<file path="src/fantc_regs.vh">
// fantc register indices, field positions, reset values and timing counts
`ifndef FANTC_REGS_VH
`define FANTC_REGS_VH

// register indices; the byte address on the bus is four times the index
`define FANTC_IDX_LOW_BITS 8'h77
`define FANTC_IDX_CONFIG3 8'h78
`define FANTC_IDX_PULSE_CNT 8'h7B
`define FANTC_IDX_TEST_1 8'h7E
`define FANTC_IDX_TEST_2 8'h7F
`define FANTC_IDX_HI_12V 8'h80
`define FANTC_IDX_HI_REMOTE1 8'h81
`define FANTC_IDX_HI_LOCAL 8'h82
`define FANTC_IDX_HI_REMOTE2 8'h83
`define FANTC_IDX_LOCK 8'h84
`define FANTC_IDX_INT_STATUS 8'h85
`define FANTC_IDX_INT_ENABLE 8'h86
`define FANTC_IDX_INT_CLEAR 8'h87

// low-bits register: lsb position of each 2-bit field
`define FANTC_LOW_12V_LSB 0
`define FANTC_LOW_REMOTE1_LSB 2
`define FANTC_LOW_LOCAL_LSB 4
`define FANTC_LOW_REMOTE2_LSB 6

// tach_alert_config fields
`define FANTC_CFG3_ALERT 0
`define FANTC_CFG3_FAST 3
`define FANTC_CFG3_CONT_LSB 4

// lock register field
`define FANTC_LOCK_BIT 0

// interrupt status / enable / clear fields
`define FANTC_INT_OUT_OF_LIMIT 0
`define FANTC_INT_MEASURE_TICK 1
`define FANTC_INT_SNAP_RELEASE 2
`define FANTC_INT_WIDTH 3

// reset values
`define FANTC_CONFIG3_RST 8'h00
`define FANTC_PULSE_CNT_RST 8'h55
`define FANTC_TEST_RST 8'h00
`define FANTC_INT_ENABLE_RST 3'h0

// timing
`define FANTC_CLK_KHZ 125000
`define FANTC_SLOW_PERIOD_MS 1000
`define FANTC_FAST_PERIOD_MS 250

`endif

</file>
<file path="src/fantc_bank.v">
// fantc register bank: readings, tach configuration, test registers, alert pin
//
// Function
// 12 V reading low two bits appear in low-bits register bits 1:0.
// first remote temperature low two bits appear in bits 3:2.
// local temperature low two bits appear in bits 5:4.
// second remote temperature low two bits appear in bits 7:6.
// reading low bits freezes them and high bytes until each high byte is read.
// config bit 0 picks alert output on shared pin, else fan drive two.
// config bit 3 speeds tach measurement from once a second to every 250 ms.
// config bits 4 to 7 enable continuous measurement on tach inputs one to four.
// config register resets to zero: fan drive, slow rate, no continuous mode.
// after lock is set, config and both test registers ignore writes.
// each fan's 2-bit field selects one to four pulses counted.
// pulse-count register resets to 0x55; fan one in bits 1:0, four in 7:6.
// host leaves test registers alone; they reset to zero.
// writes to read-only registers or fields are silently ignored.
//
// Implementation choice: the Avalon-MM interface to the registers.
`timescale 1ns/1ps

`include "fantc_regs.vh"

module fantc_bank #(
	parameter SLOW_CYCLES = `FANTC_SLOW_PERIOD_MS * `FANTC_CLK_KHZ,
	parameter FAST_CYCLES = `FANTC_FAST_PERIOD_MS * `FANTC_CLK_KHZ
) (
	input wire i_clk,
	input wire i_rst_n,
	input wire [9:0] i_avs_address,
	input wire i_avs_read,
	input wire i_avs_write,
	input wire [31:0] i_avs_writedata,
	input wire [3:0] i_avs_byteenable,
	output wire [31:0] o_avs_readdata,
	output wire o_avs_waitrequest,
	input wire [9:0] i_meas_12v,
	input wire [9:0] i_meas_remote1,
	input wire [9:0] i_meas_local,
	input wire [9:0] i_meas_remote2,
	input wire i_out_of_limit,
	input wire i_fan_drive_2,
	output wire o_shared_pin_out,
	output wire o_shared_pin_oe_n,
	output wire o_measure_tick,
	output wire o_fast_mode,
	output wire [3:0] o_continuous_tach,
	output wire [2:0] o_pulse_count_fan_a,
	output wire [2:0] o_pulse_count_fan_b,
	output wire [2:0] o_pulse_count_fan_c,
	output wire [2:0] o_pulse_count_fan_d,
	output wire o_lock,
	output wire o_irq
);
	localparam [1:0] ST_IDLE = 2'b01;
	localparam [1:0] ST_ACK = 2'b10;
	// last count of each period; 27 bits hold a full second at the core clock
	localparam [31:0] SLOW_LAST_W = SLOW_CYCLES - 1;
	localparam [31:0] FAST_LAST_W = FAST_CYCLES - 1;
	localparam [26:0] SLOW_LAST = SLOW_LAST_W[26:0];
	localparam [26:0] FAST_LAST = FAST_LAST_W[26:0];
	localparam [7:0] PULSE_CNT_RST = `FANTC_PULSE_CNT_RST;

	// register index match; the two low address bits must be zero
	function sel;
		input [9:0] addr;
		input [7:0] idx;
		begin
			sel = (addr[9:2] == idx) && (addr[1:0] == 2'b00);
		end
	endfunction

	// 2-bit field to number of pulses counted
	function [2:0] pulses;
		input [1:0] code;
		begin
			pulses = {1'b0, code} + 3'h1;
		end
	endfunction

	reg [1:0] state_ff;
	reg [1:0] nxt_state;
	reg [31:0] rdata_ff;
	reg [7:0] nxt_rdata;
	reg [7:0] config3_ff;
	reg [7:0] pulse_cnt_ff;
	reg [7:0] test1_ff;
	reg [7:0] test2_ff;
	reg lock_ff;
	reg [2:0] int_status_ff;
	reg [2:0] int_enable_ff;
	reg [26:0] tick_cnt_ff;
	reg tick_ff;
	reg fast_prev_ff;

	wire req;
	wire capture;
	wire commit;
	wire wr_commit;
	wire low_read;
	wire [3:0] hi_read;
	wire [39:0] live;
	wire [39:0] snap;
	wire snap_release;
	wire [9:0] snap_12v;
	wire [9:0] snap_remote1;
	wire [9:0] snap_local;
	wire [9:0] snap_remote2;
	wire [7:0] low_bits;
	wire [7:0] wbyte;
	wire [26:0] tick_last;
	wire [2:0] int_events;
	wire [2:0] int_clear;
	wire alert_active;
	wire [11:0] pulse_counts;
	// write strobes, one per writable register
	wire wr_config3;
	wire wr_pulse_cnt;
	wire wr_test1;
	wire wr_test2;
	wire wr_lock;
	wire wr_int_enable;
	wire wr_int_clear;

	// bus handshake: every access takes one wait cycle, then completes
	assign req = i_avs_read | i_avs_write;
	assign capture = req & state_ff[0];
	assign commit = req & state_ff[1];
	assign wr_commit = commit & i_avs_write & i_avs_byteenable[0];
	assign o_avs_waitrequest = req & ~state_ff[1];
	assign o_avs_readdata = rdata_ff;
	assign wbyte = i_avs_writedata[7:0];

	always @* begin
		case (state_ff)
			ST_IDLE: nxt_state = req ? ST_ACK : ST_IDLE;
			ST_ACK: nxt_state = ST_IDLE;
			default: nxt_state = ST_IDLE;
		endcase
	end

	// one-hot state; an illegal code falls back to idle
	always @(posedge i_clk) begin
		if (!i_rst_n) begin
			state_ff <= ST_IDLE;
		end else begin
			state_ff <= nxt_state;
		end
	end

	// side effects of reads happen once, at the capture edge
	assign low_read = capture & i_avs_read & sel(i_avs_address, `FANTC_IDX_LOW_BITS);
	assign hi_read[0] = capture & i_avs_read & sel(i_avs_address, `FANTC_IDX_HI_12V);
	assign hi_read[1] = capture & i_avs_read & sel(i_avs_address, `FANTC_IDX_HI_REMOTE1);
	assign hi_read[2] = capture & i_avs_read & sel(i_avs_address, `FANTC_IDX_HI_LOCAL);
	assign hi_read[3] = capture & i_avs_read & sel(i_avs_address, `FANTC_IDX_HI_REMOTE2);

	assign live = {i_meas_remote2, i_meas_local, i_meas_remote1, i_meas_12v};

	// release pulse feeds the status register; the freeze level is not needed here
	fantc_snap u_snap (
		.i_clk(i_clk),
		.i_rst_n(i_rst_n),
		.i_live(live),
		.i_low_read(low_read),
		.i_hi_read(hi_read),
		.o_snap(snap),
		.o_frozen(),
		.o_release(snap_release)
	);

	assign snap_12v = snap[9:0];
	assign snap_remote1 = snap[19:10];
	assign snap_local = snap[29:20];
	assign snap_remote2 = snap[39:30];

	assign low_bits[`FANTC_LOW_12V_LSB +: 2] = snap_12v[1:0];
	assign low_bits[`FANTC_LOW_REMOTE1_LSB +: 2] = snap_remote1[1:0];
	assign low_bits[`FANTC_LOW_LOCAL_LSB +: 2] = snap_local[1:0];
	assign low_bits[`FANTC_LOW_REMOTE2_LSB +: 2] = snap_remote2[1:0];

	// read mux; unmapped and write-only indices read as zero
	always @* begin
		nxt_rdata = 8'h00;
		if (sel(i_avs_address, `FANTC_IDX_LOW_BITS)) begin
			nxt_rdata = low_bits;
		end else if (sel(i_avs_address, `FANTC_IDX_CONFIG3)) begin
			nxt_rdata = config3_ff;
		end else if (sel(i_avs_address, `FANTC_IDX_PULSE_CNT)) begin
			nxt_rdata = pulse_cnt_ff;
		end else if (sel(i_avs_address, `FANTC_IDX_TEST_1)) begin
			nxt_rdata = test1_ff;
		end else if (sel(i_avs_address, `FANTC_IDX_TEST_2)) begin
			nxt_rdata = test2_ff;
		end else if (sel(i_avs_address, `FANTC_IDX_HI_12V)) begin
			nxt_rdata = snap_12v[9:2];
		end else if (sel(i_avs_address, `FANTC_IDX_HI_REMOTE1)) begin
			nxt_rdata = snap_remote1[9:2];
		end else if (sel(i_avs_address, `FANTC_IDX_HI_LOCAL)) begin
			nxt_rdata = snap_local[9:2];
		end else if (sel(i_avs_address, `FANTC_IDX_HI_REMOTE2)) begin
			nxt_rdata = snap_remote2[9:2];
		end else if (sel(i_avs_address, `FANTC_IDX_LOCK)) begin
			nxt_rdata = {7'h00, lock_ff};
		end else if (sel(i_avs_address, `FANTC_IDX_INT_STATUS)) begin
			nxt_rdata = {5'h00, int_status_ff};
		end else if (sel(i_avs_address, `FANTC_IDX_INT_ENABLE)) begin
			nxt_rdata = {5'h00, int_enable_ff};
		end
	end

	// read data taken at capture so it stands through the ack cycle
	always @(posedge i_clk) begin
		if (!i_rst_n) begin
			rdata_ff <= 32'h00000000;
		end else if (capture && i_avs_read) begin
			rdata_ff <= {24'h000000, nxt_rdata};
		end
	end

	// write strobes; the low-bits and high-byte registers take no write
	// lock shuts config3 and the test pair, while pulse counts stay writable
	assign wr_config3 = wr_commit & ~lock_ff & sel(i_avs_address, `FANTC_IDX_CONFIG3);
	assign wr_pulse_cnt = wr_commit & sel(i_avs_address, `FANTC_IDX_PULSE_CNT);
	assign wr_test1 = wr_commit & ~lock_ff & sel(i_avs_address, `FANTC_IDX_TEST_1);
	assign wr_test2 = wr_commit & ~lock_ff & sel(i_avs_address, `FANTC_IDX_TEST_2);
	assign wr_lock = wr_commit & sel(i_avs_address, `FANTC_IDX_LOCK) & wbyte[`FANTC_LOCK_BIT];
	assign wr_int_enable = wr_commit & sel(i_avs_address, `FANTC_IDX_INT_ENABLE);
	assign wr_int_clear = wr_commit & sel(i_avs_address, `FANTC_IDX_INT_CLEAR);

	always @(posedge i_clk) begin
		if (!i_rst_n) begin
			config3_ff <= `FANTC_CONFIG3_RST;
		end else if (wr_config3) begin
			config3_ff <= wbyte;
		end
	end

	always @(posedge i_clk) begin
		if (!i_rst_n) begin
			pulse_cnt_ff <= `FANTC_PULSE_CNT_RST;
		end else if (wr_pulse_cnt) begin
			pulse_cnt_ff <= wbyte;
		end
	end

	always @(posedge i_clk) begin
		if (!i_rst_n) begin
			test1_ff <= `FANTC_TEST_RST;
		end else if (wr_test1) begin
			test1_ff <= wbyte;
		end
	end

	always @(posedge i_clk) begin
		if (!i_rst_n) begin
			test2_ff <= `FANTC_TEST_RST;
		end else if (wr_test2) begin
			test2_ff <= wbyte;
		end
	end

	// lock only sets; clearing it needs a reset, so a stray write cannot unlock
	always @(posedge i_clk) begin
		if (!i_rst_n) begin
			lock_ff <= 1'b0;
		end else if (wr_lock) begin
			lock_ff <= 1'b1;
		end
	end
	assign o_lock = lock_ff;

	assign o_fast_mode = config3_ff[`FANTC_CFG3_FAST];
	assign o_continuous_tach = config3_ff[`FANTC_CFG3_CONT_LSB +: 4];

	// measurement period; a rate change restarts the count cleanly
	assign tick_last = config3_ff[`FANTC_CFG3_FAST] ? FAST_LAST : SLOW_LAST;

	// tick is registered so status sees a clean one-cycle pulse
	always @(posedge i_clk) begin
		if (!i_rst_n) begin
			tick_cnt_ff <= 27'h0000000;
			tick_ff <= 1'b0;
			fast_prev_ff <= 1'b0;
		end else begin
			fast_prev_ff <= config3_ff[`FANTC_CFG3_FAST];
			tick_ff <= 1'b0;
			if (fast_prev_ff != config3_ff[`FANTC_CFG3_FAST]) begin
				tick_cnt_ff <= 27'h0000000;
			end else if (tick_cnt_ff >= tick_last) begin
				tick_cnt_ff <= 27'h0000000;
				tick_ff <= 1'b1;
			end else begin
				tick_cnt_ff <= tick_cnt_ff + 27'h0000001;
			end
		end
	end
	assign o_measure_tick = tick_ff;

	// pulses-counted settings, registered per fan
	genvar g;
	generate
		for (g = 0; g < 4; g = g + 1) begin : gen_fan
			reg [2:0] count_ff;
			always @(posedge i_clk) begin
				if (!i_rst_n) begin
					count_ff <= pulses(PULSE_CNT_RST[2*g +: 2]);
				end else begin
					count_ff <= pulses(pulse_cnt_ff[2*g +: 2]);
				end
			end
			assign pulse_counts[3*g +: 3] = count_ff;
		end
	endgenerate
	assign o_pulse_count_fan_a = pulse_counts[2:0];
	assign o_pulse_count_fan_b = pulse_counts[5:3];
	assign o_pulse_count_fan_c = pulse_counts[8:6];
	assign o_pulse_count_fan_d = pulse_counts[11:9];

	// interrupt status: set wins over a clear in the same cycle
	assign int_events[`FANTC_INT_OUT_OF_LIMIT] = i_out_of_limit;
	assign int_events[`FANTC_INT_MEASURE_TICK] = tick_ff;
	assign int_events[`FANTC_INT_SNAP_RELEASE] = snap_release;
	assign int_clear = wr_int_clear ? wbyte[`FANTC_INT_WIDTH-1:0] : 3'h0;
	// clear is write-one; a bit written as zero keeps its state

	always @(posedge i_clk) begin
		if (!i_rst_n) begin
			int_status_ff <= 3'h0;
			int_enable_ff <= `FANTC_INT_ENABLE_RST;
		end else begin
			int_status_ff <= (int_status_ff & ~int_clear) | int_events;
			if (wr_int_enable) begin
				int_enable_ff <= wbyte[`FANTC_INT_WIDTH-1:0];
			end
		end
	end
	assign o_irq = |(int_status_ff & int_enable_ff);

	// shared pin: open-drain alert, or push-pull fan drive two
	assign alert_active = |(int_status_ff & int_enable_ff);
	assign o_shared_pin_out = config3_ff[`FANTC_CFG3_ALERT] ? 1'b0 : i_fan_drive_2;
	assign o_shared_pin_oe_n = config3_ff[`FANTC_CFG3_ALERT] ? ~alert_active : 1'b0;
endmodule // fantc_bank

</file>
<file path="src/fantc_snap.v">
// fantc coherent snapshot of the four 10-bit readings
`timescale 1ns/1ps

`include "fantc_regs.vh"

module fantc_snap (
	input wire i_clk,
	input wire i_rst_n,
	input wire [39:0] i_live,
	input wire i_low_read,
	input wire [3:0] i_hi_read,
	output wire [39:0] o_snap,
	output wire o_frozen,
	output wire o_release
);
	reg [3:0] pending_ff;
	reg [3:0] nxt_pending;
	reg release_ff;
	wire frozen;

	assign frozen = |pending_ff;
	assign o_frozen = frozen;
	assign o_release = release_ff;

	// each high-byte read clears its own pending bit; all channels stay frozen until all four are read
	always @* begin
		nxt_pending = pending_ff & ~i_hi_read;
		if (i_low_read) begin
			nxt_pending = 4'hF;
		end
	end

	always @(posedge i_clk) begin
		if (!i_rst_n) begin
			pending_ff <= 4'h0;
			release_ff <= 1'b0;
		end else begin
			pending_ff <= nxt_pending;
			release_ff <= frozen & ~(|nxt_pending);
		end
	end

	genvar g;
	generate
		for (g = 0; g < 4; g = g + 1) begin : gen_chan
			reg [9:0] snap_ff;
			always @(posedge i_clk) begin
				if (!i_rst_n) begin
					snap_ff <= 10'h000;
				end else if (!frozen && !i_low_read) begin
					snap_ff <= i_live[g*10 +: 10];
				end
			end
			assign o_snap[g*10 +: 10] = snap_ff;
		end
	endgenerate
endmodule // fantc_snap

</file>
<file path="config.mk">
export PLATFORM = sky130hd
export DESIGN_NAME = fantc_bank
export DESIGN_NICKNAME = d
export VERILOG_FILES = /design/src/fantc_bank.v /design/src/fantc_snap.v
export VERILOG_INCLUDE_DIRS = /design/src
export SDC_FILE = /design/constraint.sdc
export NUM_CORES = 1
export LEC_CHECK = 0
export ABC_AREA = 1
export BUFFER_PORTS_ARGS = -buffer_cell sky130_fd_sc_hd__buf_2
export CORE_UTILIZATION = 49
export DETAILED_ROUTE_END_ITERATION = 8
export GPL_ROUTABILITY_DRIVEN = 0
export PLACE_DENSITY = 0.81
export SETUP_SLACK_MARGIN = 0.1
export SYNTH_ARGS = -nofsm -noshare
export SYNTH_HDL_FRONTEND = slang
export SYNTH_SLANG_ARGS = --single-unit
</file>
<file path="constraint.sdc">
create_clock -name i_clk -period 2.4 [get_ports i_clk]
set_input_delay 0.48 -clock i_clk [delete_from_list [all_inputs] [get_ports i_clk]]
set_output_delay 0.48 -clock i_clk [all_outputs]
set_load 0.01 [all_outputs]
</file>
# After elaboration in Yosys (flattened, before gate mapping)
# Index checks and enable logic that the tools add are counted.
# Widths: inputs -> output; s select.
[classes]
add_sub_neg = 5
n_lt_le_gt_ge = 1
n_eq_ne = 15
n_mux = 19
n_bitwise = 33
n_reduce_logical = 24
[op_table]
columns = ["cell", "n"]
rows = [
  ["$mux 8", 9],
  ["$eq 8x8->1 const B", 8],
  ["$eq 8x7->1 const B", 5],
  ["$add 27x1->27 const B", 1],
  ["$ge 27x27->1", 1],
  ["$mux 27", 1],
  ["$and 1x1->1", 21],
  ["$logic_and 1x1->1", 15],
  ["$add 2x1->3 const B", 4],
  ["$mux 3", 4],
  ["$reduce_or 4->1", 2],
  ["$and 3x3->3", 2],
  ["$reduce_or 3->1", 2],
  ["$not 1->1", 5],
  ["$and 4x4->4", 1],
  ["$mux 4", 1],
  ["$not 4->4", 1],
  ["$mux 1", 3],
  ["$not 3->3", 1],
  ["$or 3x3->3", 1],
  ["$eq 2x1->1 const B", 1],
  ["$logic_not 1->1", 2],
  ["$logic_not 2->1", 1],
  ["$mux 2", 1],
  ["4 further kinds", 4],
]
[totals]
ff_bits = 135
inputBits = 92
out_inout_bits = 55
word_cells = 119

# Logic depth before layout (Yosys ltp)
# Gate-level depths: netlist (run 1).
[depth]
depth_word = 14
ltp_mapped = 13

# Cells and area by module
# Synthesis (run 1) repeated with hierarchy kept, for this count alone.
[unflattened]
hier_cells = 1076
area_unflattened_um2 = 7358.3
[modules_own_cells]
columns = ["module", "n_inst", "cells_per_inst", "area_each_um2", "seq_area_each_um2"]
rows = [
  ["fantc_bank", 1, 709, 5114.9, 1801.7],
  ["fantc_snap", 1, 367, 2243.4, 900.9],
]

# Worst setup path before layout (run 1)
# Ideal clock, no wire load.
[synth_path]
path_type = "register -> register"
from = "reg config3_ff[3]"
to = "reg tick_cnt_ff[23]"
setup_time_ps = 121
arrival_ps = 2214
path_slack_ps = 65
stages_incl_launch_ff = 13
n_path_buf = 1
synth_period_minus_slack_ps = 2335
path_cell_list = "dfxtp_1 -> inv_1 -> ha_1 -> nand2_1 -> inv_1 -> nand3_1 -> o21ai_0 -> a21oi_1 -> o21ai_0 -> nand4_1 -> nand4_2 -> buf_2 -> a21oi_1"
[synth_between]
elab_chain_len = 3
elab_cells_between_ends = 4
classes_between = "1 x order compare; 1 x eq/ne; 1 x mux; 1 x reduce/logical"
[synth_lines]
columns = ["item", "line", "text"]
rows = [
  ["start: declaration", "fantc_bank.v:85", "reg [7:0] config3_ff;"],
  ["start signal: assignment", "fantc_bank.v:233", "config3_ff <= `FANTC_CONFIG3_RST;"],
  ["start signal: assignment", "fantc_bank.v:235", "config3_ff <= wbyte;"],
  ["$mux 27", "fantc_bank.v:277", "assign tick_last = config3_ff[`FANTC_CFG3_FAST] ? FAST_LAST : SLOW_LAST;"],
  ["$ge 27x27->1", "fantc_bank.v:290", "end else if (tick_cnt_ff >= tick_last) begin"],
  ["$reduce_or 3->1 (no line) *", "n/a", ""],
  ["end signal: assignment", "fantc_bank.v:294", "tick_cnt_ff <= tick_cnt_ff + 27'h0000001;"],
  ["end: declaration", "fantc_bank.v:92", "reg [26:0] tick_cnt_ff;"],
]
# Mark *: on every way between the ends. The rest lies on a longest branch, timed or not.
# A chain may end at the register's enable or synchronous reset.

# Worst setup path after layout (run 1)
[layout_path]
from = "reg config3_ff[3]"
to = "reg tick_cnt_ff[9]"
# Same word-level chain as after synthesis.

==> results of run 1 <==
==> what timing repair did <==
action,in CTS,in global routing
endpoints found under the setup margin,0,27
setup buffers,0,2
gates resized for setup,0,3
hold endpoints to repair,0,0
==> cell type report <==
cell class / instances / area [um2] / share of cell area
Clock buffer: 23 / 468 / 0.0609
Clock inverter: 9 / 124 / 0.0161
Inverter: 97 / 369 / 0.0480
Multi-Input combinational cell: 601 / 3120 / 0.406
Sequential cell: 135 / 2700 / 0.352
Tap cell: 172 / 215 / 0.0280
Timing Repair Buffer: 119 / 681 / 0.0886
==> cell usage in the layout, fill, tap and decap left out, types with 2 or more instances in the layout <==
master | Yosys | layout
xor2_1 | 11 | 11
buf_12 | 0 | 2
nor2_4 | 2 | 2
o211ai_1 | 4 | 4
buf_2 | 8 | 95
clkbuf_8 | 0 | 2
nor2_1 | 145 | 145
nand2_2 | 3 | 3
nand3_2 | 3 | 3
bufinv_16 | 0 | 3
or2_2 | 4 | 4
nand4_1 | 26 | 26
dfxtp_1 | 135 | 134
xnor2_1 | 6 | 6
conb_1 | 1 | 24
clkbuf_1 | 16 | 4
nand4_2 | 2 | 2
inv_2 | 5 | 5
clkbuf_16 | 0 | 17
nand2_1 | 120 | 120
ha_1 | 21 | 21
nand3_1 | 26 | 26
o21ai_0 | 82 | 81
a21oi_1 | 70 | 70
clkinv_2 | 1 | 6
a211oi_1 | 2 | 2
or2_0 | 2 | 2
nor3_1 | 9 | 9
o21ai_1 | 2 | 2
nor4_1 | 5 | 5
nand3_4 | 3 | 3
o2111ai_1 | 5 | 5
a22o_1 | 3 | 3
inv_1 | 91 | 90
nor3_2 | 5 | 5
nor2_2 | 9 | 9
buf_4 | 29 | 22
==> cell usage after synthesis (all sizes together) (3+ instances only) <==
master	count
nand3	32
a22o	3
nor4	6
o21ai	84
dfxtp	135
nand4	28
ha	21
clkbuf	16
nor2	157
nor3	14
xor2	11
inv	96
xnor2	6
o211ai	4
a21oi	71
o2111ai	5
or2	6
buf	40
nand2	124
==> critical path, delay by kind of cell, from the launching register on <==
family | cells | cell delay (ns)
fa+ha+maj | 1 | 0.29
buf+inv | 3 | 0.49
compound gates | 2 | 0.43
simple gates | 4 | 0.50
flops | 1 | 0.36
==> per-layer routing <==
metal / share of wire / track usage / vias up
met1: 0.44 / 0.318 / 2713
met3: 0.065 / 0.0540 / 34
li1: - / - / 2989
met4: 0.021 / 0.106 / 0
met2: 0.47 / 0.415 / 253
met5: 0 / 0 / -
==> cells by family (layout without fill, tap and decap cells) <==
| kind of cell | count (synthesis) | count (layout) | synth area share |
|---|---|---|---|
| AND/OR/NAND/NOR | 368 | 368 | 0.265 |
| AO/OA/AOI/OAI | 171 | 171 | 0.141 |
| adder cells (fa/ha/maj) | 21 | 21 | 0.0407 |
| XOR/XNOR | 17 | 17 | 0.0231 |
| buffers and inverters | 153 | 248 | 0.111 |
| other | 1 | 24 | 0.000581 |
| flip-flops | 135 | 135 | 0.419 |
==> through the flow <==
step           cells  instance area [um2]  hold WS, ns
3_5_place_dp    1122                 7070        0.434
5_1_grt         1156                 7680        0.313
4_1_cts         1154                 7660        0.291
6_report        1156                 7680        0.299
2_1_floorplan    889                 6540        0.403
3_3_place_gp    1122                 7070        0.416
==> power breakdown <==
group / switching (mW) / internal [mW]
clock network: 0.932 / 1.68
registers: 0.0267 / 2.29
logic: 0.157 / 0.0877
==> how the worst max path moves through the flow <==
stage / startpoint / endpoint / slack (ns) / depth (start not counted)
after floorplan: config3_ff[3]$_SDFFE_PN0P_ / tick_cnt_ff[23]$_SDFF_PP0_ / 0.27 / 12
after global placement: i_avs_address[1] / u_snap.gen_chan[1].snap_ff[9]$_SDFFE_PN0P_ / 0.15 / 12
after detailed placement: i_avs_address[1] / u_snap.gen_chan[1].snap_ff[9]$_SDFFE_PN0P_ / 0.12 / 12
after CTS: config3_ff[3]$_SDFFE_PN0P_ / tick_cnt_ff[9]$_SDFF_PP0_ / 0.19 / 12
after global routing: config3_ff[3]$_SDFFE_PN0P_ / tick_cnt_ff[9]$_SDFF_PP0_ / 0.09 / 12
final: config3_ff[3]$_SDFFE_PN0P_ / tick_cnt_ff[9]$_SDFF_PP0_ / 0.24 / 10
==> flip-flops by register name, indices dropped and copies added, names as in the netlist, 4 cells and up <==
| signal | count |
|---|---|
| test1_ff | 8 |
| config3_ff | 8 |
| o_avs_readdata | 8 |
| tick_cnt_ff | 27 |
| u_snap.pending_ff | 4 |
| pulse_cnt_ff | 8 |
| test2_ff | 8 |
| u_snap.gen_chan.snap_ff | 40 |
==> metrics, run 1 <==
DRC 0; Crit path largest cell delay between 0.3 and 0.4 ns; clock skew 0.00603 ns; setup ws final roughly 0.24 ns; dpl ws around 0.12 ns; initial antenna violation count 0; Core ar. about 0.013 mm2; status completed; post-synthesis sequential area ratio 0.419; Die X 117 um; top cell type's share of synthesized area 0.419; Clk pin slew, worst setup/hold paths 0.06 ns; Hold Fails Final Rpt 0; FMAX between 400 and 500 MHz; Startpoint Class register; Most common cell on crit path buf_4; worst-path cell chain buf_4 > ha_1 > nand3_1 > inv_2 > a221oi_1 > nand2_1 > a21oi_1 > nand4_2 > buf_4 > nor3_1; RR Startpoint config3_ff[3]$_SDFFE_PN0P_; crit path kind register to register; CP max FO 13; Synth Instances 866; Final Util 0.604; vias in the first global route 5600; Ant. Diodes 0; RR Endpoint tick_cnt_ff[9]$_SDFF_PP0_; Cell Pwr Density 673 mW/mm2; Pleak ~3.5 nW; # fillers 1160; Longest Clk Path Bufs 2; worst hold path class primary input to register; DRT iter0 DRCs 504; Fin Setup TNS 0 ns; Yosys top cell by area dfxtp_1; syn_area_per_cell approximately 7.5 um2; reg2reg setup slack ~0.24 ns; grt ovf 0; RSZ-0062 raised after global routing false; MaxCap Viol Count 0; most common flop cell mapped by yosys dfxtp_1; Ys Warns 0; layout cells sized above 1 0.194; period utilization 0.901; Routed Antenna Nets 0; final net count roughly 1.1k; Tmin final between 2 and 2.5 ns; EDFF count, synth 0; die area 0.0136 mm2; drt pass-1 iters 7; Vias/cell between 5 and 6; vias 5989; area delta synth->final 19.1%; gr usage total 0.252; Synth Register Bits between 100 and 150; HPWL after DPL between 10 and 15 mm; drt wl/cell ~14 um; Synth Cell Area about 0.0065 mm2; CTS tree built; die height about 120 um; CTS sink count around 140; Starting Density 0.507; Register-to-Register Path Depth 10; CTS buffer count 17; worst hold path depth 3; Clk Tree Root Cell clkbuf_16; IO Count around 150; global-route wire length before repair around 26 mm; Worst EP required 2.74 ns; Hold Path Origin i_out_of_limit; Unique masters post-synth 41; H-tree levels 4; worst path arrival time 2.50 ns; Max VDD drop around 0.5 mV; worst skew pair latency roughly 0.42 ns; final wirelength about 16 mm; hold buffers post-CTS 0; Hold EP int_status_ff[0]$_SDFF_PN0_; max-slew violations 0; critical path endpoint category register; pin count of the biggest net entering global routing between 40 and 50; Synth area leaders dfxtp_1, nor2_1, nand2_1; Slowest-stage cell, CP dfxtp_2; Rows just over 40; I/O Buffers 95; asr flop ratio synth 0; final setup fails 0; Overall Power slightly above 5 mW
No activity file was read; power rests on OpenSTA's default activity.
==> run 2: changes to the inputs <==
PLACE_DENSITY = default   (was 0.81)
PLACE_DENSITY_LB_ADDON = 0.15   (was default)
==> run 2 against run 1 <==
  * First-iteration DRC count fell by 13%
  * Highest routed layer unchanged
  * Critical path depth is 2 lower
  * Non-clock buffer count is 2 lower
  * Critical endpoint is now tick_cnt_ff[18]$_SDFF_PP0_
  * Maximum frequency increased by 3.8%
==> metrics, run 2 (same netlist as run 1, synthesis figures left out) <==
worst hold path class primary input to register; Startpoint Class register; HPWL after DPL 11.3 mm (-1.9%); status completed; final net count 1082 (-0.18%); internal power of the cells 4.03 mW (-0.71%); RSZ-0062 raised after global routing false; Pleak 3.51 nW (-0.51%); Final Util 0.602 (-0.00157); Cell Pwr Density 679 mW/mm2 (+0.84%); MaxCap Viol Count 0 (unchanged); Clk pin slew, worst setup/hold paths 0.06 ns (about the same); Most common cell on crit path buf_4; hold_ws 0.296 ns (-0.00239 ns); grt ovf 0 (unchanged); power share of the clock group 0.509 (+0.004); Worst EP required 2.71 ns (-0.03 ns); clock skew 0.00446 ns (-0.00157 ns); biggest regs u_snap.gen_chan.snap_ff (40), tick_cnt_ff (27); Vias/cell 5.07 (-2.2%); Sw Ratio 0.226 (+0.0101); Multi-input gate area 0.00313 mm2 (+0.20%); Rows 41 (unchanged); max-slew violations 0 (unchanged); Post-CTS Setup Repair Bufs 0 (unchanged); vias 5840 (-2.5%); Fin Setup TNS 0 ns (unchanged); Core ar. 0.0127 mm2 (unchanged); max FFs per register 40 (unchanged); Least-Margin Pin Slew 0.667 ns; IO Count 147 (unchanged); FMAX 480 MHz (+3.8%); drt wl/cell 13.4 um (-2.8%); DRT iter0 DRCs 440 (-13%); critical path endpoint category register; Crit path largest cell delay 0.40 ns (+0.04 ns); relative slew slack 0.555; DRC 0 (unchanged); pin count of the biggest net entering global routing 78 (+86%); combinational share of power 0.047 (about the same); FF+latch area 0.00270 mm2 (unchanged); hold buffers post-CTS 0 (unchanged); die area 0.0136 mm2 (unchanged); CTS buffer count 17 (unchanged); H-tree levels 4 (unchanged); I/O Buffers 95 (unchanged); period utilization 0.868 (-0.0327); final wirelength 15.5 mm (-3.1%); CTS-repair resized insts 0 (unchanged); # fillers 1241 (+7.0%); gr usage total 0.245 (-0.00657); area delta synth->final 18.8%; die height 117 um (unchanged); worst skew pair latency 0.42 ns (about the same); Clk Tree Root Cell clkbuf_16; global-route wire length before repair 25.4 mm (-2.5%); Flop pwr share 0.445 (-0.003); layout cells sized above 1 0.195 (+0.000594); worst-path cell chain buf_4 > ha_1 > nand3_1 > nor4_1 > nand4_1 > nand4_2 > buf_4 > nor3_1; CP max FO 13 (unchanged); CTS tree built; Overall Power 5.20 mW (+0.58%); Hold Fails Final Rpt 0 (unchanged); Slowest-stage cell, CP nor4_1; drt pass-1 iters 5 (-2); Die X 117 um (unchanged); CTS sink count 135 (unchanged); Longest Clk Path Bufs 2 (unchanged); crit path kind register to register; worst path arrival time 2.39 ns (-0.11 ns); Max VDD drop 0.475 mV (-6.0%); Tmin final 2.08 ns (-0.0786 ns); Starting Density 0.507 (unchanged); crit path buf inv count 2 (-1); vias in the first global route 5229 (-6.6%); P_sw 1.17 mW (+5.3%); final setup fails 0 (unchanged); most frequent cells in the layout nor2_1, dfxtp_1, nand2_1; Routed Antenna Nets 0 (unchanged); CP top delay family simple AND/OR/NAND/NOR gates; initial antenna violation count 0 (unchanged); Ant. Diodes 0 (unchanged); largest register by flop count u_snap.gen_chan.snap_ff; commonest non-fill, non-tap cell in the layout nor2_1
## run 2: changes by cell type in the layout (fill, tap and decap cells not counted), moves of 2 or more
| cell | delta |
|---|---|
| clkinv_2 | -2 |
| clkinv_4 | +2 |
| clkinvlp_4 | +2 |
| clkbuf_1 | -3 |
## run 2: layout make-up
class	count	share of cell area
multi-input cells	601	0.408
well taps	172	0.0281
repair buffers	117	0.0852
clock inverters	12	0.0201
clock buffers	19	0.0578
inverters	97	0.0477
flip-flops and latches	135	0.353
## run 2: worst reg2reg max path, delay by kind of cell (launching register included)
family	cells	cell delay [ns]
and+or+nand+nor	5	0.95
buffers and inverters	2	0.38
adders and majority gates	1	0.35
DFF	1	0.31
## run 2: through the flow
step	area, um2	cells	worst slack, ns
2_1_floorplan	6540	889	0.267
3_3_place_gp	7060	1122	0.188
3_5_place_dp	7060	1122	0.171
4_1_cts	7650	1153	0.277
5_1_grt	7660	1153	0.149
6_report	7660	1153	0.316
## run 2: power by group through the flow
stage / sequential, mW / combinational [mW] / clock [mW]
3_5_place_dp: 2.36 / 0.241 / 0
3_3_place_gp: 2.36 / 0.239 / 0
4_1_cts: 2.31 / 0.241 / 2.68
6_report: 2.31 / 0.242 / 2.65
5_1_grt: 2.32 / 0.276 / 2.78
2_1_floorplan: 2.35 / 0.163 / 0
## run 2: path summary, 6_finish.rpt
| kind | to | startpoint | slack, ns | cells after the start |
|---|---|---|---|---|
| worst max-delay path | tick_cnt_ff[18]$_SDFF_PP0_ | config3_ff[3]$_SDFFE_PN0P_ | 0.32 | 8 |
| worst min-delay path | int_status_ff[0]$_SDFF_PN0_ | i_out_of_limit | 0.30 | 3 |
| worst max register to register | tick_cnt_ff[18]$_SDFF_PP0_ | config3_ff[3]$_SDFFE_PN0P_ | 0.32 | 8 |
| worst min register to register | state_ff[0]$_SDFF_PN1_ | state_ff[0]$_SDFF_PN1_ | 0.43 | 1 |
## run 2: layer usage
| layer | GRT usage | share of wire | vias to the layer above |
|---|---|---|---|
| met5 | 0 | 0 | - |
| met3 | 0.0509 | 0.056 | 18 |
| met4 | 0.0852 | 0.015 | 0 |
| met2 | 0.373 | 0.43 | 186 |
| li1 | - | - | 2995 |
| met1 | 0.343 | 0.50 | 2641 |
